File: src/fcb_pkg.sv
// shared constants and types for the equalizer filter coefficient bank
package fcb_pkg;

    // register indices; byte address on the bus is four times the index
    localparam int                 FCB_REG_NUM             = 5;
    localparam int                 FCB_IDX_W               = 14;
    localparam logic [13:0]        FCB_IDX_CHAN_A_TAP9     = 14'h0429;
    localparam logic [13:0]        FCB_IDX_CHAN_B_TAP1     = 14'h0448;
    localparam logic [13:0]        FCB_IDX_CHAN_B_TAP2     = 14'h044A;
    localparam logic [13:0]        FCB_IDX_CHAN_B_TAP3     = 14'h044C;
    localparam logic [13:0]        FCB_IDX_CHAN_B_TAP4     = 14'h044E;
    localparam logic [13:0]        FCB_IDX_TABLE [FCB_REG_NUM] = '{
        FCB_IDX_CHAN_A_TAP9,
        FCB_IDX_CHAN_B_TAP1,
        FCB_IDX_CHAN_B_TAP2,
        FCB_IDX_CHAN_B_TAP3,
        FCB_IDX_CHAN_B_TAP4
    };
    localparam int                 FCB_SLOT_A9             = 0;
    localparam int                 FCB_SLOT_B1             = 1;
    localparam int                 FCB_SLOT_B2             = 2;
    localparam int                 FCB_SLOT_B3             = 3;
    localparam int                 FCB_SLOT_B4             = 4;

    // field layout of one coefficient register
    localparam int                 FCB_REG_W               = 16;
    localparam int                 FCB_COEF_W              = 12;
    localparam int                 FCB_COEF_MSB            = 11;
    localparam int                 FCB_RSVD_LSB            = 12;
    localparam int                 FCB_RSVD_W              = 4;
    localparam int                 FCB_CENTER_COEF_W       = 18;
    localparam int                 FCB_TAP_COUNT           = 9;
    localparam logic [15:0]        FCB_REG_RST             = 16'h0000;

    // bus answers
    localparam logic [1:0]         FCB_RESP_OKAY           = 2'h0;
    localparam logic [1:0]         FCB_RESP_SLVERR         = 2'h2;
    localparam logic [31:0]        FCB_RDATA_RST           = 32'h0000_0000;

    typedef struct packed {
        logic [FCB_RSVD_W-1:0]     rsvd;
        logic signed [FCB_COEF_W-1:0] coef;
    } fcb_coef_t;

    typedef struct packed {
        logic [1:0]                strb;
        logic [FCB_REG_W-1:0]      data;
    } fcb_wr_t;

endpackage : fcb_pkg

File: src/fcb_coef_bank.sv
// equalizer filter coefficient bank behind an AXI4-Lite slave
//
// Summary of operation
// - Coefficients are signed two's complement in the low twelve bits.
// - Index 0x429 feeds tap nine of channel A, or the single filter.
// - Index 0x448 feeds tap one of the channel B filter.
// - Index 0x44A feeds tap two of the channel B filter.
// - Index 0x44C feeds tap three of the channel B filter.
// - Index 0x44E feeds tap four of the channel B filter.
// - Readback always returns the coefficient MSB as zero.
// - Reset clears every register, reserved bits included.
// - Nine taps per filter; center tap eighteen bits, the rest twelve.
//
// Chosen here: the AXI4-Lite register port.
`timescale 1ns/1ps
module fcb_coef_bank #(
    parameter int                  ADDR_W = 16
) (
    input  wire logic              core_clk,
    input  wire logic              reset,
    input  wire logic              dualChannelMode,
    input  wire logic [ADDR_W-1:0] s_axi_awaddr,
    input  wire logic              s_axi_awvalid,
    output logic                   s_axi_awready,
    input  wire logic [31:0]       s_axi_wdata,
    input  wire logic [3:0]        s_axi_wstrb,
    input  wire logic              s_axi_wvalid,
    output logic                   s_axi_wready,
    output logic [1:0]             s_axi_bresp,
    output logic                   s_axi_bvalid,
    input  wire logic              s_axi_bready,
    input  wire logic [ADDR_W-1:0] s_axi_araddr,
    input  wire logic              s_axi_arvalid,
    output logic                   s_axi_arready,
    output logic [31:0]            s_axi_rdata,
    output logic [1:0]             s_axi_rresp,
    output logic                   s_axi_rvalid,
    input  wire logic              s_axi_rready,
    output logic signed [11:0]     chanATap9Coef,
    output logic signed [11:0]     chanBTap1Coef,
    output logic signed [11:0]     chanBTap2Coef,
    output logic signed [11:0]     chanBTap3Coef,
    output logic signed [11:0]     chanBTap4Coef,
    output logic                   chanBTapsInUse
);

    localparam int                 IDX_W = ADDR_W - 2;

    // write side: address and data are caught separately, ready low means held
    logic                          awReady_ff;
    logic [IDX_W-1:0]              wrIdx_ff;
    logic                          wReady_ff;
    fcb_pkg::fcb_wr_t              wrReq_ff;
    logic                          bValid_ff;
    logic [1:0]                    bResp_ff;
    logic                          doWrite;
    logic [fcb_pkg::FCB_REG_NUM-1:0] wrHit;

    // read side
    logic                          arReady_ff;
    logic                          rValid_ff;
    logic [31:0]                   rData_ff;
    logic [1:0]                    rResp_ff;
    logic [IDX_W-1:0]              rdIdx;
    logic [31:0]                   nxt_rData;
    logic                          rdHit;

    logic                          chanBTapsInUse_ff;
    fcb_pkg::fcb_coef_t            regVal [fcb_pkg::FCB_REG_NUM];

    // a write completes only once both halves are held and the last answer is gone
    assign doWrite = !awReady_ff && !wReady_ff && !bValid_ff;

    always_ff @(posedge core_clk) begin
        if (reset) begin
            awReady_ff <= 1'b1;
            wrIdx_ff   <= '0;
        end else if (s_axi_awvalid && awReady_ff) begin
            awReady_ff <= 1'b0;
            wrIdx_ff   <= s_axi_awaddr[ADDR_W-1:2];
        end else if (doWrite) begin
            awReady_ff <= 1'b1;
        end
    end

    always_ff @(posedge core_clk) begin
        if (reset) begin
            wReady_ff <= 1'b1;
            wrReq_ff  <= '0;
        end else if (s_axi_wvalid && wReady_ff) begin
            wReady_ff     <= 1'b0;
            wrReq_ff.data <= s_axi_wdata[15:0];
            wrReq_ff.strb <= s_axi_wstrb[1:0];
        end else if (doWrite) begin
            wReady_ff <= 1'b1;
        end
    end

    always_ff @(posedge core_clk) begin
        if (reset) begin
            bValid_ff <= 1'b0;
            bResp_ff  <= fcb_pkg::FCB_RESP_OKAY;
        end else if (doWrite) begin
            bValid_ff <= 1'b1;
            bResp_ff  <= (|wrHit) ? fcb_pkg::FCB_RESP_OKAY : fcb_pkg::FCB_RESP_SLVERR;
        end else if (bValid_ff && s_axi_bready) begin
            bValid_ff <= 1'b0;
        end
    end

    // upper byte lanes land on bits that read as zero, so they are dropped
    genvar g;
    generate
        for (g = 0; g < fcb_pkg::FCB_REG_NUM; g++) begin : gen_reg
            assign wrHit[g] = (wrIdx_ff == IDX_W'(fcb_pkg::FCB_IDX_TABLE[g]));
            fcb_coef_reg u_reg (
                .core_clk (core_clk),
                .reset    (reset),
                .wrEn     (doWrite && wrHit[g]),
                .wrReq    (wrReq_ff),
                .value    (regVal[g])
            );
        end
    endgenerate

    // the filter sees the full stored sign bit even though readback hides it
    assign chanATap9Coef = regVal[fcb_pkg::FCB_SLOT_A9].coef;
    assign chanBTap1Coef = regVal[fcb_pkg::FCB_SLOT_B1].coef;
    assign chanBTap2Coef = regVal[fcb_pkg::FCB_SLOT_B2].coef;
    assign chanBTap3Coef = regVal[fcb_pkg::FCB_SLOT_B3].coef;
    assign chanBTap4Coef = regVal[fcb_pkg::FCB_SLOT_B4].coef;

    // mode only gates use in the datapath; register contents stay untouched
    always_ff @(posedge core_clk) begin
        if (reset) begin
            chanBTapsInUse_ff <= 1'b0;
        end else begin
            chanBTapsInUse_ff <= dualChannelMode;
        end
    end

    assign rdIdx = s_axi_araddr[ADDR_W-1:2];

    always_comb begin
        nxt_rData = fcb_pkg::FCB_RDATA_RST;
        rdHit     = 1'b0;
        for (int i = 0; i < fcb_pkg::FCB_REG_NUM; i++) begin
            if (rdIdx == IDX_W'(fcb_pkg::FCB_IDX_TABLE[i])) begin
                rdHit           = 1'b1;
                nxt_rData[15:0] = regVal[i];
            end
        end
        nxt_rData[fcb_pkg::FCB_COEF_MSB] = 1'b0;
    end

    always_ff @(posedge core_clk) begin
        if (reset) begin
            arReady_ff <= 1'b1;
            rValid_ff  <= 1'b0;
            rData_ff   <= fcb_pkg::FCB_RDATA_RST;
            rResp_ff   <= fcb_pkg::FCB_RESP_OKAY;
        end else if (s_axi_arvalid && arReady_ff) begin
            arReady_ff <= 1'b0;
            rValid_ff  <= 1'b1;
            rData_ff   <= nxt_rData;
            rResp_ff   <= rdHit ? fcb_pkg::FCB_RESP_OKAY : fcb_pkg::FCB_RESP_SLVERR;
        end else if (rValid_ff && s_axi_rready) begin
            arReady_ff <= 1'b1;
            rValid_ff  <= 1'b0;
        end
    end

    assign s_axi_awready  = awReady_ff;
    assign s_axi_wready   = wReady_ff;
    assign s_axi_bvalid   = bValid_ff;
    assign s_axi_bresp    = bResp_ff;
    assign s_axi_arready  = arReady_ff;
    assign s_axi_rvalid   = rValid_ff;
    assign s_axi_rdata    = rData_ff;
    assign s_axi_rresp    = rResp_ff;
    assign chanBTapsInUse = chanBTapsInUse_ff;

    // helper: index of the read in flight, for checking readback against outputs
    logic [IDX_W-1:0]              rdIdxHeld_ff;

    always_ff @(posedge core_clk) begin
        if (reset) begin
            rdIdxHeld_ff <= '0;
        end else if (s_axi_arvalid && arReady_ff) begin
            rdIdxHeld_ff <= rdIdx;
        end
    end

    readback_low_bits_a: assert property (@(posedge core_clk) disable iff (reset)
        $rose(rValid_ff) && rdIdxHeld_ff == IDX_W'(fcb_pkg::FCB_IDX_CHAN_A_TAP9)
        |-> rData_ff[10:0] == $past(chanATap9Coef[10:0])
        && rResp_ff == fcb_pkg::FCB_RESP_OKAY)
        else $error("readback low bits differ from tap nine coefficient");

    tap9_write_a: assert property (@(posedge core_clk) disable iff (reset)
        doWrite && wrHit[fcb_pkg::FCB_SLOT_A9] && wrReq_ff.strb == 2'h3
        |=> chanATap9Coef == $signed($past(wrReq_ff.data[11:0])) && bValid_ff)
        else $error("tap nine coefficient not updated by write");

    b_tap1_write_a: assert property (@(posedge core_clk) disable iff (reset)
        doWrite && wrHit[fcb_pkg::FCB_SLOT_B1] && wrReq_ff.strb == 2'h3
        |=> chanBTap1Coef == $signed($past(wrReq_ff.data[11:0])))
        else $error("channel B tap one not updated by write");

    b_tap2_write_a: assert property (@(posedge core_clk) disable iff (reset)
        doWrite && wrHit[fcb_pkg::FCB_SLOT_B2] && wrReq_ff.strb == 2'h3
        |=> chanBTap2Coef == $signed($past(wrReq_ff.data[11:0])))
        else $error("channel B tap two not updated by write");

    b_tap3_write_a: assert property (@(posedge core_clk) disable iff (reset)
        doWrite && wrHit[fcb_pkg::FCB_SLOT_B3] && wrReq_ff.strb == 2'h3
        |=> chanBTap3Coef == $signed($past(wrReq_ff.data[11:0])))
        else $error("channel B tap three not updated by write");

    b_tap4_write_a: assert property (@(posedge core_clk) disable iff (reset)
        doWrite && wrHit[fcb_pkg::FCB_SLOT_B4] && wrReq_ff.strb == 2'h3
        |=> chanBTap4Coef == $signed($past(wrReq_ff.data[11:0])))
        else $error("channel B tap four not updated by write");

    msb_reads_zero_a: assert property (@(posedge core_clk) disable iff (reset)
        rValid_ff |-> !rData_ff[fcb_pkg::FCB_COEF_MSB] && rData_ff[31:16] == 16'h0000)
        else $error("readback shows coefficient MSB or upper bits set");

    reset_clears_a: assert property (@(posedge core_clk)
        $past(reset) |-> regVal[fcb_pkg::FCB_SLOT_A9] == fcb_pkg::FCB_REG_RST
        && regVal[fcb_pkg::FCB_SLOT_B4] == fcb_pkg::FCB_REG_RST && !bValid_ff && !rValid_ff)
        else $error("coefficient bank not cleared by reset");

    b_taps_hold_a: assert property (@(posedge core_clk) disable iff (reset)
        !dualChannelMode && !doWrite
        |=> $stable(chanBTap1Coef) && $stable(chanBTap4Coef) && !chanBTapsInUse)
        else $error("channel B taps changed without a write in single-channel mode");

    write_answer_a: assert property (@(posedge core_clk) disable iff (reset)
        doWrite |=> bValid_ff && awReady_ff && wReady_ff)
        else $error("write answer missing one cycle after completion");

    b1_readback_a: assert property (@(posedge core_clk) disable iff (reset)
        $rose(rValid_ff) && rdIdxHeld_ff == IDX_W'(fcb_pkg::FCB_IDX_CHAN_B_TAP1)
        |-> rData_ff[10:0] == $past(chanBTap1Coef[10:0]))
        else $error("readback differs from channel B tap one");

    b2_readback_a: assert property (@(posedge core_clk) disable iff (reset)
        $rose(rValid_ff) && rdIdxHeld_ff == IDX_W'(fcb_pkg::FCB_IDX_CHAN_B_TAP2)
        |-> rData_ff[10:0] == $past(chanBTap2Coef[10:0]))
        else $error("readback differs from channel B tap two");

    b3_readback_a: assert property (@(posedge core_clk) disable iff (reset)
        $rose(rValid_ff) && rdIdxHeld_ff == IDX_W'(fcb_pkg::FCB_IDX_CHAN_B_TAP3)
        |-> rData_ff[10:0] == $past(chanBTap3Coef[10:0]))
        else $error("readback differs from channel B tap three");

    b4_readback_a: assert property (@(posedge core_clk) disable iff (reset)
        $rose(rValid_ff) && rdIdxHeld_ff == IDX_W'(fcb_pkg::FCB_IDX_CHAN_B_TAP4)
        |-> rData_ff[10:0] == $past(chanBTap4Coef[10:0]))
        else $error("readback differs from channel B tap four");

    unmapped_write_a: assert property (@(posedge core_clk) disable iff (reset)
        doWrite && !(|wrHit)
        |=> bResp_ff == fcb_pkg::FCB_RESP_SLVERR && $stable(chanATap9Coef))
        else $error("unmapped write not refused");

    unmapped_read_a: assert property (@(posedge core_clk) disable iff (reset)
        s_axi_arvalid && arReady_ff && !rdHit
        |=> rData_ff == fcb_pkg::FCB_RDATA_RST && rResp_ff == fcb_pkg::FCB_RESP_SLVERR)
        else $error("unmapped read not refused");

    read_holds_a: assert property (@(posedge core_clk) disable iff (reset)
        rValid_ff && !s_axi_rready
        |=> rValid_ff && $stable(rData_ff) && $stable(rResp_ff))
        else $error("read answer dropped before it was taken");

    resp_holds_a: assert property (@(posedge core_clk) disable iff (reset)
        bValid_ff && !s_axi_bready
        |=> bValid_ff && $stable(bResp_ff))
        else $error("write answer dropped before it was taken");

    read_single_a: assert property (@(posedge core_clk) disable iff (reset)
        rValid_ff
        |-> !arReady_ff)
        else $error("read address open while an answer is pending");

    read_latency_a: assert property (@(posedge core_clk) disable iff (reset)
        s_axi_arvalid && arReady_ff
        |=> rValid_ff)
        else $error("read answer missing one cycle after address");

    tap9_low_byte_a: assert property (@(posedge core_clk) disable iff (reset)
        doWrite && wrHit[fcb_pkg::FCB_SLOT_A9] && wrReq_ff.strb == 2'h1
        |=> chanATap9Coef[7:0] == $past(wrReq_ff.data[7:0]) && $stable(chanATap9Coef[11:8]))
        else $error("low byte write to tap nine wrong");

    tap9_high_byte_a: assert property (@(posedge core_clk) disable iff (reset)
        doWrite && wrHit[fcb_pkg::FCB_SLOT_A9] && wrReq_ff.strb == 2'h2
        |=> chanATap9Coef[11:8] == $past(wrReq_ff.data[11:8]) && $stable(chanATap9Coef[7:0]))
        else $error("high byte write to tap nine wrong");

    tap9_idle_a: assert property (@(posedge core_clk) disable iff (reset)
        !(doWrite && wrHit[fcb_pkg::FCB_SLOT_A9])
        |=> $stable(chanATap9Coef))
        else $error("tap nine changed without a write");

    b_mid_idle_a: assert property (@(posedge core_clk) disable iff (reset)
        !doWrite
        |=> $stable(chanBTap2Coef) && $stable(chanBTap3Coef))
        else $error("channel B taps changed without a write");

    mode_follow_a: assert property (@(posedge core_clk) disable iff (reset)
        1'b1
        |=> chanBTapsInUse == $past(dualChannelMode))
        else $error("channel B use flag does not follow the mode");

    aw_held_a: assert property (@(posedge core_clk) disable iff (reset)
        !awReady_ff && !doWrite
        |=> !awReady_ff)
        else $error("write address reopened before the write completed");

    w_held_a: assert property (@(posedge core_clk) disable iff (reset)
        !wReady_ff && !doWrite
        |=> !wReady_ff)
        else $error("write data reopened before the write completed");

    b_sign_kept_a: assert property (@(posedge core_clk) disable iff (reset)
        doWrite && wrHit[fcb_pkg::FCB_SLOT_B1] && wrReq_ff.strb[1]
        |=> chanBTap1Coef[11] == $past(wrReq_ff.data[11]))
        else $error("sign bit of channel B tap one not stored");

    reserved_readback_a: assert property (@(posedge core_clk) disable iff (reset)
        $rose(rValid_ff) && rdIdxHeld_ff == IDX_W'(fcb_pkg::FCB_IDX_CHAN_A_TAP9)
        |-> rData_ff[15:12] == $past(regVal[fcb_pkg::FCB_SLOT_A9].rsvd))
        else $error("reserved bits of tap nine not read back");

    mode_no_touch_a: assert property (@(posedge core_clk) disable iff (reset)
        $changed(dualChannelMode) && !doWrite
        |=> $stable(chanBTap1Coef) && $stable(chanBTap4Coef))
        else $error("mode change disturbed channel B taps");

endmodule : fcb_coef_bank

File: src/fcb_coef_reg.sv
// one coefficient register with byte-lane writes
`timescale 1ns/1ps
module fcb_coef_reg (
    input  wire logic              core_clk,
    input  wire logic              reset,
    input  wire logic              wrEn,
    input  fcb_pkg::fcb_wr_t       wrReq,
    output fcb_pkg::fcb_coef_t     value
);

    fcb_pkg::fcb_coef_t            value_ff;
    logic [15:0]                   nxt_value;

    always_comb begin
        nxt_value = value_ff;
        if (wrReq.strb[0]) begin
            nxt_value[7:0] = wrReq.data[7:0];
        end
        if (wrReq.strb[1]) begin
            nxt_value[15:8] = wrReq.data[15:8];
        end
    end

    // reserved bits are kept as written, since they are read/write
    always_ff @(posedge core_clk) begin
        if (reset) begin
            value_ff <= fcb_pkg::FCB_REG_RST;
        end else if (wrEn) begin
            value_ff <= nxt_value;
        end
    end

    assign value = value_ff;

endmodule : fcb_coef_reg

File: config.mk
export PLATFORM = sky130hd
export DESIGN_NAME = fcb_coef_bank
export DESIGN_NICKNAME = d
export VERILOG_FILES = /design/src/fcb_pkg.sv /design/src/fcb_coef_bank.sv /design/src/fcb_coef_reg.sv
export SDC_FILE = /design/constraint.sdc
export NUM_CORES = 1
export LEC_CHECK = 0
export ABC_AREA = 1
export BUFFER_PORTS_ARGS = -buffer_cell sky130_fd_sc_hd__buf_2
export CAP_MARGIN = 20
export CORE_ASPECT_RATIO = 0.75
export CORE_MARGIN = 4
export CORE_UTILIZATION = 28
export DETAILED_ROUTE_END_ITERATION = 16
export GPL_TIMING_DRIVEN = 1
export HOLD_SLACK_MARGIN = 0.12
export MAX_ROUTING_LAYER = met4
export PLACE_DENSITY = 0.58
export SETUP_SLACK_MARGIN = 0.15
export SKIP_CTS_REPAIR_TIMING = 1
export SYNTH_ARGS = -nofsm -noshare
export SYNTH_HDL_FRONTEND = slang
export SYNTH_SLANG_ARGS = --single-unit
File: constraint.sdc
create_clock -name core_clk -period 3.9 [get_ports core_clk]
set_clock_uncertainty 0.15 [all_clocks]
set_input_delay 0.78 -clock core_clk [delete_from_list [all_inputs] [get_ports core_clk]]
set_output_delay 0.78 -clock core_clk [all_outputs]
set_load 0.02 [all_outputs]
* After elaboration in Yosys (flattened, before gate mapping)
Index checks and enable logic that the tools add are counted. Widths: inputs -> output; s select.
Cells by class: muxes and demuxes 21, reduce and logical (&&, ||, !) cells 30, eq/ne operators 10
Operators by type and width (number):
- $eq 14x11->1 const B | 10
- $mux 16 | 5
- $reduce_and 2->1 | 10
- $mux 1 | 14
- $logic_and 1x1->1 | 12
- $reduce_bool 2->1 | 4
- $reduce_or 5->1 | 1
- $mux 2 | 2
- $logic_not 1->1 | 3
Word-level totals: flip-flop bits (word level) 137, input port bits 76

* Depth between registers and ports, before layout
Gate-level depths: netlist of run 1.
word-level depth 7, mapped depth 10

* Cells and area by module
A second synthesis of run 1 with hierarchy kept.
Unflattened totals: cells, all modules 940, area total of the unflattened synthesis 6421.2 sq um
Modules (own cells, without submodules):
- fcb_coef_reg | cells an instance 102, area an instance 683.2 sq um, instances 5
- fcb_coef_bank | cells an instance 430, area an instance 3005.4 sq um, instances 1

* Least setup slack after synthesis of run 1
OpenSTA, ideal clock, no wires.
path kind input port to flip-flop, start input port s_axi_araddr[11], end register rData_ff[12], in the netlist s_axi_rdata[12], buffers on the path 1, setup slack 1.829 ns, arrival time 1.800 ns, data required time 3.628 ns, stages on the path 7, setup time 0.122 ns, cells stage by stage nor2_1 -> nand3_1 -> nor2_1 -> clkinv_1 -> clkbuf_1 -> o21ai_0 -> a21oi_1
On the way: cells in the longest elaborated chain, start to end 6, elaborated cells between the ends (all ways) 10, those cells by class 5 x eq/ne; 5 x mux
Ends and longest elaborated chain:
- start: declaration | RTL line fcb_coef_bank.sv:32 | input wire logic [ADDR_W-1:0] s_axi_araddr,
- $eq 14x11->1 | RTL line fcb_coef_bank.sv:148 | if (rdIdx == IDX_W'(fcb_pkg::FCB_IDX_TABLE[i])) begin
- $mux 16 (4 in series) | RTL line fcb_coef_bank.sv:148
- $mux 16 * | RTL line fcb_coef_bank.sv:148
- end signal: assignment | RTL line fcb_coef_bank.sv:160 | rData_ff <= fcb_pkg::FCB_RDATA_RST;
- end signal: assignment | RTL line fcb_coef_bank.sv:165 | rData_ff <= nxt_rData;
- end: declaration | RTL line fcb_coef_bank.sv:62 | logic [31:0] rData_ff;
Mark *: on every way between the ends. The rest lies on a longest branch, timed or not. A chain may end at the register's enable or synchronous reset.

* Worst setup path after layout of run 1
start input port s_axi_araddr[9], end register rData_ff[14], in the netlist s_axi_rdata[14]
Same word-level chain as after synthesis.

==> results of run 1 <==
## report_power, final
part / switching, uW / total, uW / internal, uW
clock: 652 / 1550 / 897
combinational: 161 / 232 / 71.1
sequential: 36.2 / 1460 / 1420
## worst reg2reg max path, cell delays in order (launching register included)
cell	delay (ns)
dfxtp_1	0.31
nor2_1	0.12
nand4_1	0.19
nor3_2	0.29
nand4_1	0.69
nand2_1	0.27
nand2_1	0.08
nor2_1	0.11
## cell usage in the layout (no fill, tap or decap), drive strengths merged
cell / count
diode: 2
clkbuf: 18
nand2: 188
nor4: 1
clkinvlp: 3
conb: 19
nand4: 8
nor2: 147
nand3: 28
buf: 142
nor3: 10
a21oi: 87
inv: 84
dfxtp: 135
o21ai: 96
clkinv: 8
bufinv: 1
## sequential cells by signal, indices dropped and copies added (netlist names)
register,count
chanBTapsInUse,1
gen.u_reg.value,80
s_axi_arready,1
s_axi_awready,1
s_axi_bresp,1
s_axi_bvalid,1
s_axi_rdata,15
s_axi_rresp,1
s_axi_rvalid,1
s_axi_wready,1
wrIdx_ff,14
wrReq_ff,18
## how the worst min path moves through the flow
stage	depth (start not counted)	end	from	slack, ns
5_1_grt	2	wrIdx_ff[9]	wrIdx_ff[9]	0.34
2_1_floorplan	2	wrIdx_ff[9]	wrIdx_ff[9]	0.28
6_report	2	gen_reg[4].u_reg.value[11]	gen_reg[4].u_reg.value[11]	0.31
4_1_cts	2	gen_reg[4].u_reg.value[14]	gen_reg[4].u_reg.value[14]	0.31
3_5_place_dp	2	gen_reg[4].u_reg.value[14]	gen_reg[4].u_reg.value[14]	0.30
3_3_place_gp	2	wrIdx_ff[9]	wrIdx_ff[9]	0.30
## metal layers
metal	up-vias	wire length, um
li1	2881	-
met1	2593	8960
met2	164	8030
met3	14	1060
met4	0	155
met5	-	0
## cell families after synthesis
kind of cell    share of synthesized area
flops                               0.432
compound gates                      0.146
simple gates                        0.250
other cells                      0.000599
buf+inv                             0.171
## cell type report
cell class | count | share of cell area
multi-input combinational | 584 | 0.353
sequential | 135 | 0.374
tap | 294 | 0.0509
clock buffer | 18 | 0.0608
inverter | 82 | 0.0426
clock inverter | 14 | 0.0173
timing repair buffer | 142 | 0.100
antenna | 2 | 0.000693
## metrics by stage
step / area (um2) / power (uW) / hold slack, ns / cells / utilization
floorplan: 6320 / 1650 / 0.280 / 916 / -
global placement: 6660 / 1720 / 0.298 / 1237 / 0.303
detailed placement: 6660 / 1720 / 0.302 / 1237 / 0.303
CTS: 7220 / 3270 / 0.311 / 1269 / 0.328
global route: 7220 / 3360 / 0.341 / 1270 / 0.328
finish: 7230 / 3240 / 0.310 / 1271 / 0.329
==> impl_results.md, run 1 <==
- Status: completed
- Register area share after synthesis: 0.432
- Worst-Skew Late Latency: 0.43 ns
- GR Util met3: 0.0367
- Setup TNS: 0 ns
- Worst R2R End: gen_reg[3].u_reg.value[2]
- DRT iter0 DRCs: 417
- Horiz. Die Dim: 181 um
- Mapped cell area: 0.00626 mm2
- First-pass GRT wire length: 28.9 mm
- Worst reg-to-reg path cell count: 7
- Slowest CP cell: inv_1
- Post-synth EDFFs: 0
- Min-delay worst type: register to register
- Layout cells sized above 1: 0.191
- Max Cap Viol: 0
- CP peak stage delay: 0.53 ns
- Main synth FF type: dfxtp_1
- Worst setup margin: 1.62 ns
- Final hold viol count: 0
- Initial core utilization: 0.285
- Synth Instances: 898
- Period minus WS final: 2.28 ns
- Startpoint Class: input pin
- Crit path DAT: 2.49 ns
- Aggregate routed wire length: 18.2 mm
- Worst r2r src: wrIdx_ff[11]
- GR Layer Usage met2: 0.239
- Synthesized flop and latch total: 135
- Yosys warns: 0
- Worst rel slew slack: 0.358
- Clk sink count: 135
- CP Capture Type: register
- Area occupied by multi-input gates: 0.00255 mm2
- Critical path class: input pin to register
- Area contributors post-synth: dfxtp_1 43%, nand2_1 11%, buf_4 9.6%, nor2_1 8.5%, o21ai_0 7.4%
- Core area: 0.0220 mm2
- Final setup vio count: 0
- Routability Congestion: 0.844
- Slew Limit Fails: 0
- Nets@finish: 1038
- CP required: 4.11 ns
- R2R setup slack: 1.65 ns
- Initial antenna violation count: 1
- I/O Pins: 178
- Die area: 0.0248 mm2
- FMAX: 439 MHz
- Routed len/inst: 14.3 um
- Number of detailed-route iterations in the first pass: 5
- Commonest cells in the netlist: 188 x nand2_1, 142 x nor2_1, 135 x dfxtp_1
- CP startpoint: s_axi_araddr[9]
- Avg Inst Size Synth: 6.97 um2
- Detail Placement HPWL: 13.0 mm
- GRT Util Overall: 0.154
- Setup crit end: s_axi_rdata[14]
- Setup repair after global routing missed its margin: false
- Fillers: 2428
- Clock buffer count from CTS: 17
- Yosys cell types: 20
- Top-count cell post-synth: nand2_1
- Met1 Usage GRT: 0.202
- Port Buffers: 136
- Setup slack at placement: 1.16 ns
- Reg clk slew, reported paths: 0.06 ns
- Cell mode on critical path: nand2_1
- Levels on crit path: 10
- Vias in the first global route: 5393
- Clock tree buffer depth: 2
- CP cell instances: buf_2, nor2_1, nand2_1, nor3_1, nand2_1, inv_1, nand2_1, nand3_1, nand2_1, a21oi_1
- Drt drc: 0
- Register area: 0.00270 mm2
- CTS tree: yes
- Number of placement rows: 47
- Worst-Margin Slew: 0.962 ns
- Root buffer cell: clkbuf_16
- Tcrit/Tclk final: 0.584
- Share of the synthesized area in the top cell type: 0.432
- Pwr dens: 449 mW/mm2
- Crit path max fanout: 15
- WP buf/inv: 2
- Largest net degree at the start of global routing: 98
- Most Used Layer, Global Route: met2
- Ys async rst share: 0
- Htree depth: 4
- Gr ovfl total: 0
- Peak VDD IR: 0.000303 V
- Final ANT Viol Nets: 0
- Drt via density: 4.45
- Via Count: 5652
- P&R area growth vs syn: 15.5%
- LEAKAGE: 0.00345 uW
- Post-synth top area cell: dfxtp_1
- Kind of cell adding the most delay to the critical path: simple AND/OR/NAND/NOR gates
- Chip height: 137 um
No activity file was read; power rests on OpenSTA's default activity.
==> inputs of run 2 (changes only) <==
--- a/config.mk
+++ b/config.mk
@@ -5,7 +5,7 @@
 export SDC_FILE = /design/constraint.sdc
 export NUM_CORES = 1
 export LEC_CHECK = 0
-export ABC_AREA = 1
+export ABC_AREA = 0
 export BUFFER_PORTS_ARGS = -buffer_cell sky130_fd_sc_hd__buf_2
 export CAP_MARGIN = 20
 export CORE_ASPECT_RATIO = 0.75
@@ -15,7 +15,7 @@
 export GPL_TIMING_DRIVEN = 1
 export HOLD_SLACK_MARGIN = 0.12
 export MAX_ROUTING_LAYER = met4
-export PLACE_DENSITY = 0.58
+export PLACE_DENSITY = 0.6
 export SETUP_SLACK_MARGIN = 0.15
 export SKIP_CTS_REPAIR_TIMING = 1
 export SYNTH_ARGS = -nofsm -noshare
==> constraint.sdc (replaced) <==
create_clock -name core_clk -period 1.9 [get_ports core_clk]
set_clock_uncertainty 0.15 [all_clocks]
set_input_delay 0.38 -clock core_clk [delete_from_list [all_inputs] [get_ports core_clk]]
set_output_delay 0.38 -clock core_clk [all_outputs]
set_load 0.02 [all_outputs]
==> run 2 against run 1 <==
Effect of this change:
- the flow now finishes with violations (setup timing)
- register-to-register slack got worse by 2.0 ns
- sequential power rose by 100%
- via count down 6.0%
- area after synthesis hardly changed
- core utilization grew 5.4 points
- hold slack lost 0.18 ns
- sequential share of layout area down 5.3 points
- global-route usage is 0.22 points lower
- critical path type is now register to register
- critical endpoint is now gen_reg[1].u_reg.value[9]
==> impl_results.md, run 2 <==
- Status: finished with violations
- Violated checks: setup timing
- Max Cap Viol: 0 (unchanged)
- Final hold viol count: 0 (unchanged)
- Post-synth EDFFs: 0 (unchanged)
- Final ANT Viol Nets: 0 (unchanged)
- Clock tree buffer depth: 2 (unchanged)
- Initial antenna violation count: 0 (-1)
- Setup TNS: -22.62 ns (-22.62 ns)
- Number of flip-flops in the largest register: 80 (unchanged)
- FMAX: 451 MHz
- LEAKAGE: 0.00415 uW (+20%)
- Horiz. Die Dim: 181 um (about the same)
- Period minus WS final: 2.22 ns
- GRT Util Overall: 0.152 (-0.00220)
- Synth Area in XOR/XNOR: 0 (unchanged)
- Reg clk slew, reported paths: 0.06 ns (about the same)
- Top-count cell post-synth: dfxtp_1
- Worst r2r src: wrIdx_ff[7]
- Clock buffer count from CTS: 17 (unchanged)
- CTS tree: yes
- CP cell instances: or4b_4, nor4_4, buf_12, buf_12, nand4_4, mux2i_1, nor2_1
- Via Count: 5312 (-6.0%)
- Slowest CP cell: or4b_4
- DRT iter0 DRCs: 313 (-25%)
- Largest family of logic cells by synthesized area: simple AND/OR/NAND/NOR gates
- Number of placement rows: 47 (unchanged)
- Drt drc: 0 (unchanged)
- P&R area growth vs syn: 34.8%
- Crit path DAT: 2.36 ns (-0.13 ns)
- Worst Hold End: s_axi_bvalid
- Synthesized flop and latch total: 135 (unchanged)
- Worst rel slew slack: 0.559 (+0.201)
- Drt via density: 4.54 (+2.1%)
- Detail Placement HPWL: 13.4 mm (+3.6%)
- Nets@finish: 939 (-9.5%)
- Tcrit/Tclk final: 1.17
- Worst-Skew Late Latency: 0.42 ns (about the same)
- Worst-Margin Slew: 0.661 ns (-0.301 ns)
- Chip height: 137 um (about the same)
- Min-delay worst type: input pin to register
- First-pass GRT wire length: 28.4 mm (-1.7%)
- Share of the synthesized area in the top cell type: 0.432 (about the same)
- Crit path max fanout: 8 (-7)
- Vias in the first global route: 4999 (-7.3%)
- Layout cells sized above 1: 0.316 (+0.125)
- Startpoint Class: register
- Commonest cells after routing, fill and taps aside: 133 x dfxtp_1, 133 x buf_2, 131 x nor2_1, 82 x nand2_1, 77 x mux2i_1
- Hold Path Origin: s_axi_bready
- Worst R2R End: gen_reg[1].u_reg.value[9]
- Mapped cell area: 0.00626 mm2 (about the same)
- Slew Limit Fails: 0 (unchanged)
- Gr ovfl total: 0 (unchanged)
- R2R setup slack: -0.32 ns (-1.97 ns)
- CP Capture Type: register
- Ys async rst share: 0 (unchanged)
- Routed len/inst: 16.7 um (+16%)
- Adder-cell share of the synthesized area: 0 (unchanged)
- Root buffer cell: clkbuf_16
- Mux cell area share after synthesis: 0.128 (+0.128)
- Worst reg-to-reg path cell count: 7 (unchanged)
- Register area share after synthesis: 0.432 (about the same)
- Commonest cells in the netlist: 135 x dfxtp_1, 131 x nor2_1, 83 x nand2_1
- Worst setup margin: -0.319 ns (-1.94 ns)
- Number of detailed-route iterations in the first pass: 4 (-1)
- Fillers: 2276 (-6.3%)
- Compound-Gate Fraction of Synth Area: 0.121 (-0.0252)
- Critical path class: register to register
- Aggregate routed wire length: 19.5 mm (+7.2%)
- Simple-Gate Fraction of Synth Area: 0.187 (-0.0635)
- Setup slack at placement: -0.563 ns (-1.72 ns)
- Pwr dens: 819 mW/mm2 (+83%)
- Largest net degree at the start of global routing: 44 (-55%)
- Htree depth: 4 (unchanged)
- Port Buffers: 136 (unchanged)
- Clk sink count: 135 (unchanged)
- Cell mode on critical path: buf_12
- Peak VDD IR: 0.000481 V (+59%)
- Worst hold path stage count: 4 (+2)
- Avg Inst Size Synth: 8.77 um2 (+26%)
- Area contributors post-synth: dfxtp_1 43%, mux2i_1 13%, buf_4 9.5%, nor2_1 7.9%, nand2_1 5.0%
- Core area: 0.0221 mm2 (+0.27%)
- Setup repair after global routing missed its margin: true
- CP required: 2.04 ns (-2.07 ns)
- Yosys cell types: 44 (+120%)
- Yosys warns: 0 (unchanged)
- Die area: 0.0248 mm2 (about the same)
- Number of diodes: 0 (-2)
- Final setup vio count: 95 (+95)
- Main synth FF type: dfxtp_1
- Post-synth top area cell: dfxtp_1
- CP peak stage delay: 0.55 ns (+0.02 ns)
- I/O Pins: 178 (unchanged)
- Routability Congestion: 0.817 (-3.2%)
- Synth Instances: 714 (-20%)
- Initial core utilization: 0.284 (-0.000645)
[run 2: changes by cell type after synthesis, sizes merged, moves of 27 or more]
| cell | change |
|---|---|
| a21oi | -51 |
| nand3 | -27 |
| o21ai | -77 |
| mux2i | +80 |
| inv | -62 |
| nand2 | -105 |
[run 2: metrics by stage]
step                      std cells  power (uW)  utilization  area (um2)  hold WS [ns]
after floorplan                 732        3390            -        6450         0.281
after global placement         1093        3610        0.328        7230         0.291
after detailed placement       1093        3610        0.328        7230         0.295
after CTS                      1125        6910        0.355        7830     -0.000283
after global routing           1170        7190        0.383        8440         0.185
final                          1170        6910        0.383        8440         0.134
[run 2: worst max-delay path by stage]
| stage | start | to | slack (ns) | depth (start not counted) |
|---|---|---|---|---|
| 2_1_floorplan | s_axi_araddr[14] | s_axi_rdata[3] | -0.38 | 7 |
| 5_1_grt | wrIdx_ff[7] | gen_reg[2].u_reg.value[13] | -0.44 | 7 |
| 6_report | wrIdx_ff[7] | gen_reg[1].u_reg.value[9] | -0.32 | 7 |
| 3_5_place_dp | s_axi_araddr[14] | s_axi_rdata[2] | -0.56 | 7 |
| 4_1_cts | wrIdx_ff[7] | gen_reg[1].u_reg.value[9] | -0.34 | 7 |
| 3_3_place_gp | s_axi_araddr[14] | s_axi_rdata[2] | -0.55 | 7 |
[run 2: layout make-up]
class / instances / area, um2 / area share
multi-input cells: 462 / 3020 / 0.357
flip-flops and latches: 135 / 2710 / 0.321
repair buffers: 229 / 1680 / 0.199
clock buffers: 21 / 470 / 0.0558
well taps: 294 / 368 / 0.0436
clock inverters: 11 / 125 / 0.0148
inverters: 18 / 67.6 / 0.00801
[run 2: routing by layer]
metal	wire (um)	GRT usage	part of all wire
met1	9380	0.204	0.48
met4	161	0.0407	0.0082
met3	1500	0.0583	0.077
met2	8490	0.213	0.43
met5	0	-	0
[run 2: cells by family after synthesis]
kind of cell           after synthesis
multiplexers                        80
flip-flops                         135
AND/OR/NAND/NOR                    258
buffers and inverters              135
AO/OA/AOI/OAI                      105
other                                1
[run 2: worst max-delay path: cells and delay by family, from the launching register on]
kind / cells / cell delay [ns]
and+or+nand+nor: 4 / 1.12
muxes: 1 / 0.25
buffers and inverters: 2 / 0.26
DFF: 1 / 0.31
[run 2: report_power, final]
group / internal [uW] / total [uW] / switching [uW]
sequential: 2910 / 2990 / 85.3
clock: 2040 / 3280 / 1240
combinational: 271 / 640 / 369
total: 5220 / 6910 / 1700
